## src/abs_regs.svh

```systemverilog
// Offsets, field positions, reset values and timing counts of the scan test controller.
`ifndef ABS_REGS_SVH
`define ABS_REGS_SVH

// ****************************************************************
// Timing
// ****************************************************************
`define ABS_CLK_PERIOD_NS 40
`define ABS_ENABLE_WAIT_NS 200
`define ABS_ENABLE_WAIT_CYC ((`ABS_ENABLE_WAIT_NS + `ABS_CLK_PERIOD_NS - 1) / `ABS_CLK_PERIOD_NS)
`define ABS_TCK_HALF_CYC 4
`define ABS_TAP_RESET_TCKS 5

// ****************************************************************
// Boundary-scan chain layout
// ****************************************************************
`define ABS_CHAIN_LEN 205
`define ABS_IR_LEN 4
`define ABS_BIT_COMP 200
`define ABS_BIT_ACLK 198
`define ABS_BIT_ACTEN 197
`define ABS_BIT_BGNEG 195
`define ABS_BIT_PWR 194
`define ABS_BIT_GAINPWR 193
`define ABS_BIT_DAC_HI 192
`define ABS_BIT_DAC_LO 183
`define ABS_BIT_BYPASS 182
`define ABS_BIT_G10 181
`define ABS_BIT_G20 180
`define ABS_BIT_GNDNEG 179
`define ABS_BIT_HOLD 178
`define ABS_BIT_IREF 177
`define ABS_BIT_CHAN_HI 176
`define ABS_BIT_CHAN_LO 169
`define ABS_BIT_NEG_HI 168
`define ABS_BIT_NEG_LO 166
`define ABS_BIT_PASS 165
`define ABS_BIT_COMPARATOR_PRECHARGE_N 164
`define ABS_BIT_SWITCHCAP_TEST_ENABLE 163
`define ABS_BIT_SETTLE 162
`define ABS_BIT_VREF 161
`define ABS_DAC_MID 10'h200

// TMS walks from Run-Test/Idle to Shift, first bit in bit 0.
`define ABS_PRE_DR 4'h1
`define ABS_PRE_DR_LEN 3'h3
`define ABS_PRE_IR 4'h3
`define ABS_PRE_IR_LEN 3'h4

// ****************************************************************
// Register map
// ****************************************************************
`define ABS_OFS_CTRL 8'h00
`define ABS_OFS_CFG 8'h04
`define ABS_OFS_CHAN 8'h08
`define ABS_OFS_LIMIT 8'h0c
`define ABS_OFS_STATUS 8'h10
`define ABS_CFG_RST 32'h0000_0002
`define ABS_CHAN_RST 8'h08
`define ABS_LIMIT_LO_RST 10'h123
`define ABS_LIMIT_HI_RST 10'h143

`endif

```

## src/abs_pkg.sv

```systemverilog
// Types shared by the scan test controller modules.
`default_nettype none
`include "abs_regs.svh"
package abs_pkg;
    typedef logic [`ABS_CHAIN_LEN-1:0] abs_vec_t;

    typedef enum logic [4:0] {
        T_RST = 5'h01,
        T_IDLE = 5'h02,
        T_PRE = 5'h04,
        T_SHIFT = 5'h08,
        T_POST = 5'h10
    } abs_tap_e;

    typedef enum logic [5:0] {
        M_IDLE = 6'h01,
        M_IR_REQ = 6'h02,
        M_IR_WAIT = 6'h04,
        M_DR_REQ = 6'h08,
        M_DR_WAIT = 6'h10,
        M_SETTLE = 6'h20
    } abs_seq_e;
endpackage : abs_pkg
`default_nettype wire

```

## src/abs_scan_if.sv

```systemverilog
// Request and answer signals between the sequencer and the TAP driver.
`timescale 1ns/1ps
`default_nettype none
interface abs_scan_if;
    logic req;
    logic is_ir;
    logic [7:0] len;
    abs_pkg::abs_vec_t wvec;
    logic busy;
    logic done;
    abs_pkg::abs_vec_t rvec;

    modport seq (output req, output is_ir, output len, output wvec,
                 input busy, input done, input rvec);
    modport tap (input req, input is_ir, input len, input wvec,
                 output busy, output done, output rvec);
endinterface : abs_scan_if
`default_nettype wire

```

## src/abs_ctrl.sv

```systemverilog
// Scan test controller: runs a converter limit check through the boundary-scan chain.
//
// Our own choices: the AXI4-Lite slave port and the register addresses.
`timescale 1ns/1ps
`default_nettype none
`include "abs_regs.svh"
module abs_ctrl (
    input wire logic ref_clk, // System clock, 25 MHz.
    input wire logic sys_rst, // Synchronous reset, active high.
    input wire logic [7:0] s_axi_awaddr, // Write address.
    input wire logic s_axi_awvalid, // Write address valid.
    output logic s_axi_awready, // Write address ready.
    input wire logic [31:0] s_axi_wdata, // Write data.
    input wire logic [3:0] s_axi_wstrb, // Write byte strobes.
    input wire logic s_axi_wvalid, // Write data valid.
    output logic s_axi_wready, // Write data ready.
    output logic [1:0] s_axi_bresp, // Write response.
    output logic s_axi_bvalid, // Write response valid.
    input wire logic s_axi_bready, // Write response ready.
    input wire logic [7:0] s_axi_araddr, // Read address.
    input wire logic s_axi_arvalid, // Read address valid.
    output logic s_axi_arready, // Read address ready.
    output logic [31:0] s_axi_rdata, // Read data.
    output logic [1:0] s_axi_rresp, // Read response.
    output logic s_axi_rvalid, // Read data valid.
    input wire logic s_axi_rready, // Read data ready.
    output logic tck, // Test clock to the device.
    output logic tms, // Test mode select.
    output logic tdi, // Test data into the device.
    input wire logic tdo // Test data from the device.
);
    // ****************************************************************
    // Helpers
    // ****************************************************************
    function automatic logic [31:0] merge(input logic [31:0] old, input logic [31:0] nw,
                                          input logic [3:0] strb);
        logic [31:0] r;
        r = old;
        for (int i = 0; i < 4; i++) begin
            if (strb[i]) begin
                r[i*8 +: 8] = nw[i*8 +: 8];
            end
        end
        return r;
    endfunction : merge

    // Builds the whole chain for one step; every port-pin cell stays zero, which keeps
    // all pins inputs with pull-ups off, including the one on the selected channel.
    function automatic abs_pkg::abs_vec_t build_vec(input logic [3:0] step,
                                                    input logic [7:0] chan,
                                                    input logic [1:0] neg,
                                                    input logic [9:0] lo,
                                                    input logic [9:0] hi);
        abs_pkg::abs_vec_t v;
        logic last;
        v = '0;
        last = (step == 4'hc);
        v[`ABS_BIT_PWR] = ~last;
        v[`ABS_BIT_GAINPWR] = 1'b0;
        v[`ABS_BIT_SETTLE] = 1'b0;
        v[`ABS_BIT_SWITCHCAP_TEST_ENABLE] = 1'b0;
        v[`ABS_BIT_PASS] = 1'b1;
        v[`ABS_BIT_VREF] = 1'b0;
        v[`ABS_BIT_BYPASS] = 1'b1;
        v[`ABS_BIT_CHAN_HI:`ABS_BIT_CHAN_LO] = last ? 8'h01 : chan;
        v[`ABS_BIT_GNDNEG] = ~last & (neg == 2'h1);
        v[`ABS_BIT_BGNEG] = ~last & (neg == 2'h2);
        v[`ABS_BIT_HOLD] = !(step == 4'h2 || step == 4'h7);
        v[`ABS_BIT_COMPARATOR_PRECHARGE_N] = !(step == 4'h5 || step == 4'ha);
        case (step)
            4'h4, 4'h5: v[`ABS_BIT_DAC_HI:`ABS_BIT_DAC_LO] = lo;
            4'h9, 4'ha: v[`ABS_BIT_DAC_HI:`ABS_BIT_DAC_LO] = hi;
            default: v[`ABS_BIT_DAC_HI:`ABS_BIT_DAC_LO] = `ABS_DAC_MID;
        endcase
        return v;
    endfunction : build_vec

    // ****************************************************************
    // Register bus
    // ****************************************************************
    logic awready_q, awready_d, wready_q, wready_d, bvalid_q, bvalid_d;
    logic arready_q, arready_d, rvalid_q, rvalid_d;
    logic [1:0] bresp_q, bresp_d, rresp_q, rresp_d;
    logic [31:0] rdata_q, rdata_d, wdata_q, wdata_d;
    logic [7:0] awaddr_q, awaddr_d;
    logic [3:0] wstrb_q, wstrb_d;
    logic [31:0] cfg_q, cfg_d, chan_q, chan_d, limit_q, limit_d;
    logic start;
    logic [31:0] status;

    // ****************************************************************
    // Sequencer state
    // ****************************************************************
    abs_pkg::abs_seq_e st_q, st_d;
    logic [3:0] step_q, step_d;
    logic [3:0] wait_q, wait_d;
    logic req_q, req_d, ir_q, ir_d;
    logic [7:0] len_q, len_d;
    abs_pkg::abs_vec_t wvec_q, wvec_d;
    logic done_q, done_d, lofail_q, lofail_d, hifail_q, hifail_d;

    abs_scan_if sc ();

    always_comb begin
        status = {20'h0, step_q, 3'h0, hifail_q, lofail_q,
                  done_q & ~lofail_q & ~hifail_q, done_q, st_q != abs_pkg::M_IDLE};
        awready_d = awready_q;
        wready_d = wready_q;
        awaddr_d = awaddr_q;
        wdata_d = wdata_q;
        wstrb_d = wstrb_q;
        bvalid_d = bvalid_q;
        bresp_d = bresp_q;
        cfg_d = cfg_q;
        chan_d = chan_q;
        limit_d = limit_q;
        start = 1'b0;
        if (s_axi_awvalid && awready_q) begin
            awaddr_d = s_axi_awaddr;
            awready_d = 1'b0;
        end
        if (s_axi_wvalid && wready_q) begin
            wdata_d = s_axi_wdata;
            wstrb_d = s_axi_wstrb;
            wready_d = 1'b0;
        end
        if (!awready_q && !wready_q && !bvalid_q) begin
            bvalid_d = 1'b1;
            bresp_d = 2'h0;
            case (awaddr_q)
                `ABS_OFS_CTRL: start = wstrb_q[0] & wdata_q[0];
                `ABS_OFS_CFG: cfg_d = merge(cfg_q, wdata_q, wstrb_q) & 32'h0000_03ff;
                `ABS_OFS_CHAN: chan_d = merge(chan_q, wdata_q, wstrb_q) & 32'h0000_00ff;
                `ABS_OFS_LIMIT: limit_d = merge(limit_q, wdata_q, wstrb_q) & 32'h03ff_03ff;
                `ABS_OFS_STATUS: bresp_d = 2'h0;
                default: bresp_d = 2'h2;
            endcase
        end
        if (bvalid_q && s_axi_bready) begin
            bvalid_d = 1'b0;
            awready_d = 1'b1;
            wready_d = 1'b1;
        end
        arready_d = arready_q;
        rvalid_d = rvalid_q;
        rdata_d = rdata_q;
        rresp_d = rresp_q;
        if (s_axi_arvalid && arready_q) begin
            arready_d = 1'b0;
            rvalid_d = 1'b1;
            rresp_d = 2'h0;
            case (s_axi_araddr)
                `ABS_OFS_CTRL: rdata_d = 32'h0;
                `ABS_OFS_CFG: rdata_d = cfg_q;
                `ABS_OFS_CHAN: rdata_d = chan_q;
                `ABS_OFS_LIMIT: rdata_d = limit_q;
                `ABS_OFS_STATUS: rdata_d = status;
                default: begin
                    rdata_d = 32'h0;
                    rresp_d = 2'h2;
                end
            endcase
        end
        if (rvalid_q && s_axi_rready) begin
            rvalid_d = 1'b0;
            arready_d = 1'b1;
        end
    end

    always_ff @(posedge ref_clk) begin
        if (sys_rst) begin
            awready_q <= 1'b1;
            wready_q <= 1'b1;
            awaddr_q <= 8'h00;
            wdata_q <= 32'h0;
            wstrb_q <= 4'h0;
            bvalid_q <= 1'b0;
            bresp_q <= 2'h0;
            arready_q <= 1'b1;
            rvalid_q <= 1'b0;
            rdata_q <= 32'h0;
            rresp_q <= 2'h0;
            cfg_q <= `ABS_CFG_RST;
            chan_q <= {24'h0, `ABS_CHAN_RST};
            limit_q <= {6'h0, `ABS_LIMIT_HI_RST, 6'h0, `ABS_LIMIT_LO_RST};
        end else begin
            awready_q <= awready_d;
            wready_q <= wready_d;
            awaddr_q <= awaddr_d;
            wdata_q <= wdata_d;
            wstrb_q <= wstrb_d;
            bvalid_q <= bvalid_d;
            bresp_q <= bresp_d;
            arready_q <= arready_d;
            rvalid_q <= rvalid_d;
            rdata_q <= rdata_d;
            rresp_q <= rresp_d;
            cfg_q <= cfg_d;
            chan_q <= chan_d;
            limit_q <= limit_d;
        end
    end

    // ****************************************************************
    // Check sequence
    // ****************************************************************
    always_comb begin
        st_d = st_q;
        step_d = step_q;
        wait_d = wait_q;
        req_d = 1'b0;
        ir_d = ir_q;
        len_d = len_q;
        wvec_d = wvec_q;
        done_d = done_q;
        lofail_d = lofail_q;
        hifail_d = hifail_q;
        case (st_q)
            abs_pkg::M_IDLE: begin
                if (start) begin
                    step_d = 4'h1;
                    done_d = 1'b0;
                    lofail_d = 1'b0;
                    hifail_d = 1'b0;
                    st_d = abs_pkg::M_IR_REQ;
                end
            end
            abs_pkg::M_IR_REQ: begin
                if (!sc.busy) begin
                    req_d = 1'b1;
                    ir_d = 1'b1;
                    len_d = 8'(`ABS_IR_LEN);
                    wvec_d = '0;
                    wvec_d[3:0] = (step_q == 4'h1) ? cfg_q[3:0] : cfg_q[7:4];
                    st_d = abs_pkg::M_IR_WAIT;
                end
            end
            abs_pkg::M_IR_WAIT: begin
                if (sc.done) begin
                    st_d = abs_pkg::M_DR_REQ;
                end
            end
            abs_pkg::M_DR_REQ: begin
                if (!sc.busy) begin
                    req_d = 1'b1;
                    ir_d = 1'b0;
                    len_d = 8'(`ABS_CHAIN_LEN);
                    wvec_d = build_vec(step_q, chan_q[7:0], cfg_q[9:8],
                                       limit_q[9:0], limit_q[25:16]);
                    st_d = abs_pkg::M_DR_WAIT;
                end
            end
            abs_pkg::M_DR_WAIT: begin
                if (sc.done) begin
                    // The comparator result set up by step 5 or 10 comes out while the
                    // following step is shifted in.
                    if (step_q == 4'h6 && sc.rvec[`ABS_BIT_COMP]) begin
                        lofail_d = 1'b1;
                    end
                    if (step_q == 4'hb && !sc.rvec[`ABS_BIT_COMP]) begin
                        hifail_d = 1'b1;
                    end
                    step_d = step_q + 4'h1;
                    wait_d = 4'h0;
                    if (step_q == 4'hc) begin
                        done_d = 1'b1;
                        st_d = abs_pkg::M_IDLE;
                    end else if (step_q == 4'h1) begin
                        st_d = abs_pkg::M_IR_REQ;
                    end else if (step_q == 4'h2) begin
                        st_d = abs_pkg::M_SETTLE;
                    end else begin
                        st_d = abs_pkg::M_DR_REQ;
                    end
                end
            end
            abs_pkg::M_SETTLE: begin
                // The converter was just powered by EXTEST; give it time before step 3.
                wait_d = wait_q + 4'h1;
                if (wait_q == 4'(`ABS_ENABLE_WAIT_CYC - 1)) begin
                    st_d = abs_pkg::M_DR_REQ;
                end
            end
            default: st_d = abs_pkg::M_IDLE;
        endcase
    end

    always_ff @(posedge ref_clk) begin
        if (sys_rst) begin
            st_q <= abs_pkg::M_IDLE;
            step_q <= 4'h0;
            wait_q <= 4'h0;
            req_q <= 1'b0;
            ir_q <= 1'b0;
            len_q <= 8'h00;
            wvec_q <= '0;
            done_q <= 1'b0;
            lofail_q <= 1'b0;
            hifail_q <= 1'b0;
        end else begin
            st_q <= st_d;
            step_q <= step_d;
            wait_q <= wait_d;
            req_q <= req_d;
            ir_q <= ir_d;
            len_q <= len_d;
            wvec_q <= wvec_d;
            done_q <= done_d;
            lofail_q <= lofail_d;
            hifail_q <= hifail_d;
        end
    end

    assign sc.req = req_q;
    assign sc.is_ir = ir_q;
    assign sc.len = len_q;
    assign sc.wvec = wvec_q;

    // A fixed TCK of ref_clk/8 keeps the ten held steps short; the hold time of the
    // converter sets the floor on this rate.
    abs_tap u_tap (
        .ref_clk(ref_clk),
        .sys_rst(sys_rst),
        .sc(sc),
        .tck(tck),
        .tms(tms),
        .tdi(tdi),
        .tdo(tdo)
    );

    assign s_axi_awready = awready_q;
    assign s_axi_wready = wready_q;
    assign s_axi_bvalid = bvalid_q;
    assign s_axi_bresp = bresp_q;
    assign s_axi_arready = arready_q;
    assign s_axi_rvalid = rvalid_q;
    assign s_axi_rdata = rdata_q;
    assign s_axi_rresp = rresp_q;
endmodule : abs_ctrl
`default_nettype wire

```

## src/abs_tap.sv

```systemverilog
// TAP driver: makes TCK by division and walks the TAP through IR or DR scans.
`timescale 1ns/1ps
`default_nettype none
`include "abs_regs.svh"
module abs_tap (
    input wire logic ref_clk, // System clock.
    input wire logic sys_rst, // Synchronous reset, active high.
    abs_scan_if.tap sc, // Scan requests from the sequencer.
    output logic tck, // Test clock to the device.
    output logic tms, // Test mode select.
    output logic tdi, // Test data into the device.
    input wire logic tdo // Test data from the device.
);
    abs_pkg::abs_tap_e st_q, st_d;
    logic [1:0] div_q, div_d;
    logic tck_q, tck_d, tms_q, tms_d, tdi_q, tdi_d;
    logic tdo_m_q, tdo_s_q;
    logic pend_q, pend_d, ir_q, ir_d, done_q, done_d;
    logic [7:0] len_q, len_d, cnt_q, cnt_d;
    abs_pkg::abs_vec_t sr_q, sr_d, rvec_q, rvec_d;
    logic tick, rise, fall;
    logic [3:0] pre_pat;
    logic [2:0] pre_len;

    always_comb begin
        tick = (div_q == 2'(`ABS_TCK_HALF_CYC - 1));
        rise = tick & ~tck_q;
        fall = tick & tck_q;
        pre_pat = ir_q ? `ABS_PRE_IR : `ABS_PRE_DR;
        pre_len = ir_q ? `ABS_PRE_IR_LEN : `ABS_PRE_DR_LEN;
        st_d = st_q;
        div_d = tick ? 2'h0 : div_q + 2'h1;
        tck_d = tick ? ~tck_q : tck_q;
        tms_d = tms_q;
        tdi_d = tdi_q;
        pend_d = pend_q | sc.req;
        ir_d = ir_q;
        len_d = len_q;
        cnt_d = cnt_q;
        sr_d = sr_q;
        rvec_d = rvec_q;
        done_d = 1'b0;
        if (sc.req && st_q == abs_pkg::T_IDLE && !pend_q) begin
            ir_d = sc.is_ir;
            len_d = sc.len;
            sr_d = sc.wvec;
        end
        // Drive TMS and TDI after the falling edge; the device samples at the rising one.
        if (fall) begin
            case (st_q)
                abs_pkg::T_RST: tms_d = (cnt_q < 8'(`ABS_TAP_RESET_TCKS));
                abs_pkg::T_IDLE: tms_d = 1'b0;
                abs_pkg::T_PRE: tms_d = pre_pat[cnt_q[1:0]];
                abs_pkg::T_SHIFT: begin
                    tms_d = (cnt_q == len_q - 8'h01);
                    tdi_d = sr_q[0];
                end
                abs_pkg::T_POST: tms_d = (cnt_q == 8'h00);
                default: tms_d = 1'b1;
            endcase
        end
        if (rise) begin
            cnt_d = cnt_q + 8'h01;
            case (st_q)
                abs_pkg::T_RST: begin
                    if (cnt_q == 8'(`ABS_TAP_RESET_TCKS)) begin
                        st_d = abs_pkg::T_IDLE;
                        cnt_d = 8'h00;
                    end
                end
                abs_pkg::T_IDLE: begin
                    cnt_d = 8'h00;
                    if (pend_q) begin
                        st_d = abs_pkg::T_PRE;
                    end
                end
                abs_pkg::T_PRE: begin
                    if (cnt_q == {5'h00, pre_len} - 8'h01) begin
                        st_d = abs_pkg::T_SHIFT;
                        cnt_d = 8'h00;
                    end
                end
                abs_pkg::T_SHIFT: begin
                    sr_d = {tdo_s_q, sr_q[`ABS_CHAIN_LEN-1:1]};
                    if (cnt_q == len_q - 8'h01) begin
                        st_d = abs_pkg::T_POST;
                        cnt_d = 8'h00;
                    end
                end
                abs_pkg::T_POST: begin
                    if (cnt_q == 8'h01) begin
                        st_d = abs_pkg::T_IDLE;
                        cnt_d = 8'h00;
                        pend_d = 1'b0;
                        done_d = 1'b1;
                        rvec_d = sr_q;
                    end
                end
                default: st_d = abs_pkg::T_RST;
            endcase
        end
    end

    always_ff @(posedge ref_clk) begin
        tdo_m_q <= tdo;
        tdo_s_q <= tdo_m_q;
        if (sys_rst) begin
            st_q <= abs_pkg::T_RST;
            div_q <= 2'h0;
            tck_q <= 1'b0;
            tms_q <= 1'b1;
            tdi_q <= 1'b0;
            pend_q <= 1'b0;
            ir_q <= 1'b0;
            len_q <= 8'h00;
            cnt_q <= 8'h00;
            sr_q <= '0;
            rvec_q <= '0;
            done_q <= 1'b0;
        end else begin
            st_q <= st_d;
            div_q <= div_d;
            tck_q <= tck_d;
            tms_q <= tms_d;
            tdi_q <= tdi_d;
            pend_q <= pend_d;
            ir_q <= ir_d;
            len_q <= len_d;
            cnt_q <= cnt_d;
            sr_q <= sr_d;
            rvec_q <= rvec_d;
            done_q <= done_d;
        end
    end

    assign tck = tck_q;
    assign tms = tms_q;
    assign tdi = tdi_q;
    assign sc.busy = pend_q | (st_q != abs_pkg::T_IDLE);
    assign sc.done = done_q;
    assign sc.rvec = rvec_q;
endmodule : abs_tap
`default_nettype wire

```

## config.mk

```make
export PLATFORM = sky130hd
export DESIGN_NAME = abs_ctrl
export DESIGN_NICKNAME = d
export VERILOG_FILES = /design/src/abs_pkg.sv /design/src/abs_scan_if.sv /design/src/abs_ctrl.sv /design/src/abs_tap.sv
export VERILOG_INCLUDE_DIRS = /design/src
export SDC_FILE = /design/constraint.sdc
export NUM_CORES = 1
export LEC_CHECK = 0
export ABC_AREA = 1
export ABC_CLOCK_PERIOD_IN_PS = 5400
export BUFFER_PORTS_ARGS = -buffer_cell sky130_fd_sc_hd__buf_2
export CORE_ASPECT_RATIO = 1.75
export CORE_MARGIN = 1.5
export CORE_UTILIZATION = 30
export CTS_CLUSTER_SIZE = 30
export DETAILED_ROUTE_END_ITERATION = 10
export RECOVER_POWER = 50
export SETUP_SLACK_MARGIN = 0.2
export SLEW_MARGIN = 20
export SYNTH_ARGS = -nofsm -noshare
export SYNTH_HDL_FRONTEND = slang
export SYNTH_SLANG_ARGS = --single-unit
```

## constraint.sdc

```tcl
create_clock -name ref_clk -period 5.4 [get_ports ref_clk]
set_input_delay 0.81 -clock ref_clk [delete_from_list [all_inputs] [get_ports ref_clk]]
set_output_delay 0.81 -clock ref_clk [all_outputs]
set_load 0.02 [all_outputs]
```

# Word-level counts from Yosys, hierarchy flattened
# Index checks and enable logic that the tools add are counted.
classes:
  add_sub_neg: 6
  n_lt_le_gt_ge: 2
  eq_ne: 53
  muxes: 66
  bitwise_logic: 16
  n_reduce_logical: 53
op_table:
  columns: ["op", "n"]
  rows:
  - ["$mux 205", 5]
  - ["$pmux 205 s2", 1]
  - ["$pmux 26 s4", 1]
  - ["$mux 8", 7]
  - ["$mux 6", 9]
  - ["$pmux 8 s5", 1]
  - ["$pmux 6 s6", 1]
  - ["$eq 8x4->1 const B", 4]
  - ["$reduce_and 3->1", 10]
  - ["$mux 5", 5]
  - ["$pmux 5 s5", 1]
  - ["$eq 8x3->1 const B", 3]
  - ["$logic_not 8->1", 3]
  - ["$eq 4x3->1 const B", 5]
  - ["$pmux 10 s2", 1]
  - ["$mux 1", 17]
  - ["$eq 4x4->1 const B", 4]
  - ["$eq 8x5->1 const B", 2]
  - ["$eq 8x8->1", 2]
  - ["$mux 4", 4]
  - ["$pmux 4 s2", 2]
  - ["$pmux 8 s2", 1]
  - ["$ne 2x1->1 const B", 7]
  - ["$ne 2x2->1 const B", 7]
  - ["other kinds (43)", 93]
word_totals:
  register_bits: 786
  in_bits: 60
  out_inout_bits: 44
  word_cells: 238

# Logic depth before layout (Yosys ltp)
# Gate-level depths: netlist of run 1.
depth:
  word_depth: 6
  depth_mapped: 13
  mapped_depth_nobuf: 13

# Cells and area by module
# Synthesis of run 1 repeated with hierarchy kept, for this count alone.
hier_totals:
  hier_cells: 3351
  area_unflattened_um2: 24974.0
by_module_without_submodules:
  columns: ["module", "instances", "cells_each", "area_each_um2", "seq_area_each_um2"]
  rows:
  - ["abs_tap", 1, 2484, 18515.3, 8828.5]
  - ["abs_ctrl", 1, 867, 6458.7, 2942.8]

# Worst setup path before layout of run 1
# Ideal clock, no wire load.
synth_path:
  path_type: "input -> register"
  start: "input s_axi_araddr[6]"
  end: "register rdata_q[5] (netlist: s_axi_rdata[5])"
  setup_ps: 70
  t_arrival_ps: 1810
  required_ps: 5330
  slack_ps: 3520
  path_stages: 9
  path_buffers: 2
  cell_sequence: "inv_1 -> nand2_1 -> nor3_1 -> buf_2 -> buf_2 -> nand3_1 -> nand3_1 -> nand2_1 -> a21oi_1"
synth_between:
  elab_chain_len: 2
  word_cells_on_any_way: 5
  classes_between: "eq/ne (4); mux (1)"
synth_lines:
  columns: ["item", "line", "rtl"]
  rows:
  - ["from (decl)", "abs_ctrl.sv:20", "input wire logic [7:0] s_axi_araddr,"]
  - ["$eq 8x5->1, or another cell as far along", "abs_ctrl.sv:152", "case (s_axi_araddr)"]
  - ["$pmux 26 s4 *", "abs_ctrl.sv:152", null]
  - ["to (signal assigned)", "abs_ctrl.sv:196", "rdata_q <= rdata_d;"]
  - ["to (decl)", "abs_ctrl.sv:84", "logic [31:0] rdata_q, rdata_d, wdata_q, wdata_d;"]
# Every way passes the cells marked *; elsewhere a longest branch is shown, timed or not.
# A chain may end at the register's enable or synchronous reset.

==> impl_metrics.py, run 1 <==
metrics = {
    "route": {
        "drt_iter0_markers": 874,
        "wl_met1_um": 14800,
        "vias_per_cell": 4.78,
        "drc": 0,
        "top_layer": "met4",
        "ant_nets": 0,
        "drt_pre_antenna_iters": 5,
        "drt_wl_total_um": 35900,
        "wl_met3_um": 1080,
        "wl_per_cell_um": 13.1,
        "wl_met2_um": 18500,
        "dr_total_vias": 13100,
    },
    "worst_setup_path": {
        "crit_buf_inv": 2,
        "reg2reg_to": "u_tap.sr_q[128]",
        "worstPathRequired_ns": 5.79,
        "crit_path_end": "u_tap.cnt_q[5]",
        "cpMaxStageDelayCell": "clkbuf_1",
        "reg2reg_depth": 9,
        "critical_path_class": "in2reg",
        "cp_slowest_stage_delay_ns": 2.65,
        "path_cells": "clkbuf_1 > clkbuf_1 > o21bai_1 > nor2_1",
        "worstPathMaxFanout": 79,
        "crit_path_end_kind": "flip-flop",
        "startpoint_type": "input pin",
        "worst-r2r-setup-slack_ns": 2.11,
        "crit_cells": 4,
        "setup.worst_path.start": "sys_rst",
        "cp_data_arrival_time_ns": 4.33,
        "crit_top_cell": "clkbuf_1",
        "path_delay_family": "buffers and inverters",
        "r2r_start": "u_tap.div_q[0]",
    },
    "global_route": {
        "grt_pass1_vias": 12500,
        "antenna_found_initial": 0,
        "grt_overflow": 0,
        "grt_usage_pct": 13.5,
        "grt_pass1_wl_um": 60100,
        "grt_max_degree": 153,
    },
    "clock_network": {
        "clock_latency_ns": 0.55,
        "cts_setup_buffers": 0,
        "cts_made_buffers": 36,
        "clk_pin_slew_ns": 0.06,
        "cts_tree": "done",
        "cts_resized": 0,
        "holdBufCountCts": 0,
        "htree_levels": 2,
        "cts.sinks": 378,
        "clockBufferDepth": 3,
        "root_buffer": "clkbuf_16",
    },
    "layout": {
        "final_common_cell": "dfxtp_1",
        "final_net_count": 2124,
        "area_growth_pct": 11.8,
        "fillers": 5305,
        "utilization_pct": 33.9,
        "antennaDiodeCount": 0,
        "final_cell_mix": "dfxtp_1 (378), nor2_1 (342), nand2_1 (277)",
        "drive_gt1_share_pct": 6.31,
    },
    "worst_hold_path": {
        "hp-class": "reg2reg",
    },
    "sta": {
        "finalClockSkew_ns": 0.0330,
        "slew_headroom_pct": -151,
        "finalSetupTns_ns": 0,
        "hold_violations": 0,
        "fin_ws_ns": 1.46,
        "max_freq_ghz": 0.254,
        "timing.final.crit_share_pct": 72.9,
        "tightest_slew_ns": 3.76,
        "period_minus_slack_ns": 3.94,
        "final_max_slew_viol_count": 215,
        "rsz0062_at_grt": "no",
        "whs_ns": 0.331,
        "setup_violations": 0,
    },
    "synthesis": {
        "synth_area_sq_um": 15400,
        "seq_area_frac_synth_pct": 49.3,
        "synthCells": 2053,
        "synth_seq_cells": 378,
        "yosysWarnings": 0,
        "ys_types": 38,
        "synth-edff-count": 0,
        "synth_flop_cell": "dfxtp_1",
        "synthArstFlopShare_pct": 0,
        "postSynthAreaPerCell_sq_um": 7.48,
    },
    "die": {
        "fp.dieW_um": 174,
        "floorplan.die_area_sq_um": 52600,
        "placementRows": 109,
        "io_pins": 104,
        "floorplan.core_area_sq_um": 50600,
        "die_y_um": 302,
        "initial_utilization_pct": 30.3,
    },
    "placed_design": {
        "pre_cts_ws_ns": 2.09,
        "dpl.hpwl_um": 23100,
        "globalplace.congestion": 0.822,
        "io_buffers": 79,
    },
    "outcome": {
        "outcome": "complete, but fails checks",
        "failed_checks": "max-capacitance violations, max-slew violations",
    },
    "pwr": {
        "leakage_nw": 6.92,
        "vdd_drop_max_mv": 0.200,
        "p_per_area_nw_per_um2": 346,
    },
    "job": {
        "maxCapViolCount": 3,
    },
}
[Yosys cell counts, drive strengths merged (7+ instances only)]
| library cell | n | area (sq um) |
|---|---|---|
| o21ai | 259 | 1300 |
| xor2 | 8 | 70.1 |
| nand4 | 21 | 146 |
| buf | 71 | 405 |
| clkbuf | 75 | 282 |
| a21oi | 262 | 1320 |
| o211ai | 37 | 278 |
| nor2 | 349 | 1360 |
| nor3 | 14 | 75.1 |
| o22ai | 9 | 56.3 |
| nand2 | 278 | 1050 |
| ha | 14 | 175 |
| o21a | 7 | 52.6 |
| inv | 140 | 526 |
| nand3 | 116 | 586 |
| dfxtp | 378 | 7570 |
[cell type report]
type	count	area [sq um]	share of cell area (%)
Clock inverter	13	158	0.918
Sequential cell	378	7570	44.1
Inverter	140	541	3.15
Timing Repair Buffer	94	455	2.65
Multi-Input combinational cell	1400	6610	38.5
Tap cell	666	833	4.85
Clock buffer	52	1000	5.83
[report_power, final]
group          internal (mW)  total (mW)  switching, mW
combinational          0.168       0.535          0.367
sequential              2.85        2.91         0.0551
clock                   1.40        2.49           1.09
[cell families (layout without fill, tap and decap cells)]
logic type,after synthesis,in the layout,synth area share (%)
other cells,1,12,0.0244
simple gates,782,782,21.1
compound gates,580,580,19.8
mux,4,4,0.261
flops,378,378,49.3
xor+xnor,8,8,0.456
fa+ha+maj,14,14,1.14
buf+inv,286,299,7.90
[worst register-to-register path, delay by kind of cell (launching register included)]
| family | cells | cell delay (ns) |
|---|---|---|
| adder cells (fa/ha/maj) | 1 | 0.25 |
| AND/OR/NAND/NOR | 3 | 1.05 |
| flip-flops | 1 | 0.33 |
| AO/OA/AOI/OAI | 1 | 0.21 |
| buffers and inverters | 4 | 1.33 |
[metal layers]
| layer | GRT usage [%] | vias up |
|---|---|---|
| li1 | - | 6756 |
| met2 | 25.3 | 205 |
| met5 | 0 | - |
| met4 | 6.44 | 0 |
| met3 | 1.86 | 74 |
| met1 | 15.0 | 6067 |
[state kept, by name (all words and copies together) (netlist names), 2 cells and up]
register     flops
awaddr_q         8
wait_q           4
limit_q         20
u_tap.st_q       5
sc.wvec         27
chan_q           8
wstrb_q          4
len_q            2
step_q           4
cfg_q           10
u_tap.div_q      2
wdata_q         20
st_q             6
u_tap.sr_q     205
s_axi_rdata     22
u_tap.cnt_q      8
u_tap.len_q      2
[metrics by stage]
step,area (sq um),power [mW],instances
floorplan,15400,3.37,2064
global placement,16100,3.50,2678
detailed placement,16100,3.51,2678
CTS,17200,6.01,2743
global route,17200,6.21,2743
finish,17200,5.93,2743
[worst min path at each step]
stage,startpoint,end,cells past startpoint
final,u_tap.tdo_m_q,u_tap.tdo_s_q,0
after global routing,u_tap.tdo_m_q,u_tap.tdo_s_q,0
after CTS,u_tap.tdo_m_q,u_tap.tdo_s_q,0
after detailed placement,u_tap.tdo_m_q,u_tap.tdo_s_q,0
after global placement,u_tap.tdo_m_q,u_tap.tdo_s_q,0
after floorplan,u_tap.tdo_m_q,u_tap.tdo_s_q,0
No activity file was read; power rests on OpenSTA's default activity.
==> run 2: changes to the inputs <==
Settings changed: ABC_AREA 1 to 0, ABC_CLOCK_PERIOD_IN_PS 5400 to 3270.
Clock period 5.4 ns to 3.27 ns, I/O delays scaled along.
==> run 2 against run 1 <==
Compared with the run above: the flow now finishes without violations; clock skew decreased by 0.0028 ns; non-clock buffer count increased by 5; via count decreased by 10%; setup slack got worse by 1.0 ns; clock-buffer cell count decreased by 5; combinational power about the same; critical path depth increased by 4; power increased by 63%; die area decreased by 4.3%; wire length decreased by 4.4%; flip-flop and latch count unchanged; critical endpoint is now u_tap.sr_q[103]; largest cell class unchanged.
==> impl_metrics.py, run 2 <==
metrics = {
    "outcome": {
        "outcome": "finished clean",
    },
    "synthesis": {
        "synth_seq_cells": 378,
        "yosysWarnings": 0,
        "seq_area_frac_synth_pct": 51.5,
        "synth.most_common_cell": "dfxtp_1",
        "ys_types": 68,
        "synth-edff-count": 0,
        "synth_top_area_share_pct": 51.5,
        "postSynthAreaPerCell_sq_um": 8.87,
        "synthArstFlopShare_pct": 0,
        "yosys.area.top_type": "dfxtp_1",
        "yosys-top-cells-area": "dfxtp_1 (52%), a22oi_1 (9.7%), nor2_1 (6.8%), nand2_1 (5.4%), a21oi_1 (3.0%)",
        "netlist_top_cells_count": "dfxtp_1 (378), nor2_1 (265), nand2_1 (210), a22oi_1 (189), clkbuf_1 (112)",
        "synthCells": 1655,
        "synth_area_sq_um": 14700,
        "synth_flop_cell": "dfxtp_1",
    },
    "pwr": {
        "p_per_area_nw_per_um2": 579,
        "p_sw_mw": 2.19,
        "power.total_mw": 9.67,
        "netSwitchingFraction_pct": 22.6,
        "intPower_mw": 7.48,
        "seqPwrFrac_pct": 48.9,
        "comb_power_share_pct": 5.6,
        "power.share.clock_pct": 45.5,
        "leakage_nw": 5.83,
        "vdd_drop_max_mv": 0.452,
    },
    "die": {
        "floorplan.core_area_sq_um": 48500,
        "fp.dieW_um": 170,
        "placementRows": 107,
        "initial_utilization_pct": 30.3,
        "io_pins": 104,
        "die_y_um": 296,
        "floorplan.die_area_sq_um": 50300,
    },
    "clock_network": {
        "clockBufferDepth": 3,
        "cts_tree": "done",
        "cts_made_buffers": 34,
        "clock_latency_ns": 0.54,
        "clk_pin_slew_ns": 0.07,
        "htree_levels": 2,
        "cts.sinks": 378,
        "cts_setup_buffers": 0,
        "root_buffer": "clkbuf_16",
        "cts_resized": 0,
        "holdBufCountCts": 0,
    },
    "global_route": {
        "grt_pass1_vias": 11200,
        "grt_usage_pct": 13.6,
        "antenna_found_initial": 0,
        "grt_pass1_wl_um": 56200,
        "grt_overflow": 0,
        "grt_max_degree": 213,
    },
    "placed_design": {
        "globalplace.congestion": 0.908,
        "place_area_sq_um": 15600,
        "io_buffers": 79,
        "dpl.hpwl_um": 23000,
    },
    "route": {
        "vias_per_cell": 5.02,
        "drc": 0,
        "dr_total_vias": 11800,
        "drt_pre_antenna_iters": 5,
        "ant_nets": 0,
        "wl_per_cell_um": 14.6,
        "drt_iter0_markers": 720,
        "drt_wl_total_um": 34300,
    },
    "sta": {
        "finalClockSkew_ns": 0.0301,
        "period_minus_slack_ns": 2.84,
        "setup_violations": 0,
        "slew_headroom_pct": 22.1,
        "max_freq_ghz": 0.352,
        "timing.final.crit_share_pct": 87.0,
        "hold_violations": 0,
        "finalSetupTns_ns": 0,
        "final_max_slew_viol_count": 0,
        "rsz0062_at_grt": "no",
        "tightest_slew_ns": 1.17,
    },
    "worst_setup_path": {
        "cp_data_arrival_time_ns": 3.30,
        "crit_path_end": "u_tap.sr_q[103]",
        "worstPathMaxFanout": 146,
        "worstPathRequired_ns": 3.73,
        "startpoint_type": "flip-flop",
        "reg2reg_to": "u_tap.sr_q[103]",
        "r2r_start": "u_tap.div_q[0]",
        "critical_path_class": "reg2reg",
        "setup.worst_path.start": "u_tap.div_q[0]",
        "reg2reg_depth": 8,
        "worst-r2r-setup-slack_ns": 0.43,
        "crit_path_end_kind": "flip-flop",
    },
    "layout": {
        "final_common_cell": "dfxtp_1",
        "antennaDiodeCount": 0,
        "largest_reg_flops": 205,
        "area_growth_pct": 13.8,
        "final_net_count": 1738,
        "drive_gt1_share_pct": 8.40,
        "fillers": 5080,
        "final_area_sq_um": 16700,
        "final_cell_mix": "dfxtp_1 (378), nor2_1 (264), nand2_1 (210)",
        "max_flop_register": "u_tap.sr_q",
    },
    "worst_hold_path": {
        "hp-start": "tdo",
        "hp-class": "in2reg",
    },
    "job": {
        "maxCapViolCount": 0,
    },
}
## run 2: cell count changes after synthesis, moves of 47 or more
cell and change:
nand3_1 -68, o21ai_0 -191, inv_1 -110, buf_2 -47
a21oi_1 -174, nand2_1 -67, nor2_1 -76, a22oi_1 +189
## run 2: layout make-up
class,instances,area [sq um],share of cell area [%]
multi-input cells,1127,6470,38.7
clock inverters,15,277,1.66
clock buffers,47,971,5.81
well taps,654,818,4.90
flip-flops and latches,378,7570,45.3
inverters,24,90.1,0.539
repair buffers,99,512,3.06
## run 2: cells by family after synthesis
group                    after synthesis  share of synthesized area (%)
XOR/XNOR                              14                          0.835
AND/OR/NAND/NOR                      645                           19.7
AO/OA/AOI/OAI                        412                           20.0
adder cells (fa/ha/maj)               14                           1.19
other                                  1                         0.0255
buffers and inverters                161                           4.62
multiplexers                          30                           2.11
flip-flops                           378                           51.5
## run 2: stage by stage
stage	utilization (%)	std cells	worst slack [ns]	hold WS [ns]
after floorplan	-	1666	0.976	0.310
after global placement	32.1	2282	0.567	0.336
after detailed placement	32.1	2282	0.527	0.332
after CTS	34.7	2344	0.492	0.0207
after global routing	34.5	2344	0.205	0.0232
final	34.5	2344	0.425	0.0554
## run 2: worst max-delay path, stage by stage, from the launching register on
cell	delay, ns
dfxtp_1	0.31
ha_1	0.28
nor2b_1	0.16
clkbuf_1	0.24
and4_4	0.27
nor2_4	0.57
buf_12	0.44
a22oi_1	0.15
nor2_1	0.12
## run 2: worst min-delay path by stage
stage,end,depth (start not counted)
after detailed placement,u_tap.tdo_s_q,0
after global routing,u_tap.tdo_m_q,1
after CTS,u_tap.tdo_m_q,1
after floorplan,u_tap.tdo_s_q,0
final,u_tap.tdo_m_q,1
after global placement,u_tap.tdo_s_q,0
## run 2: metal layers
layer  track usage [%]  vias up  wire length (um)
met2              25.5      249             18100
met4              9.15        0              2090
met5                 0        -                 0
met1              13.9     5562             13000
li1                  -     5849                 -
met3              1.83      102              1080
## run 2: power groups by stage
stage | Clock (mW) | Combinational (mW) | Sequential [mW]
3_3_place_gp | 0 | 0.553 | 4.83
4_1_cts | 4.53 | 0.562 | 4.73
5_1_grt | 4.70 | 0.597 | 4.74
6_report | 4.40 | 0.537 | 4.73
2_1_floorplan | 0 | 0.404 | 4.81
3_5_place_dp | 0 | 0.557 | 4.83
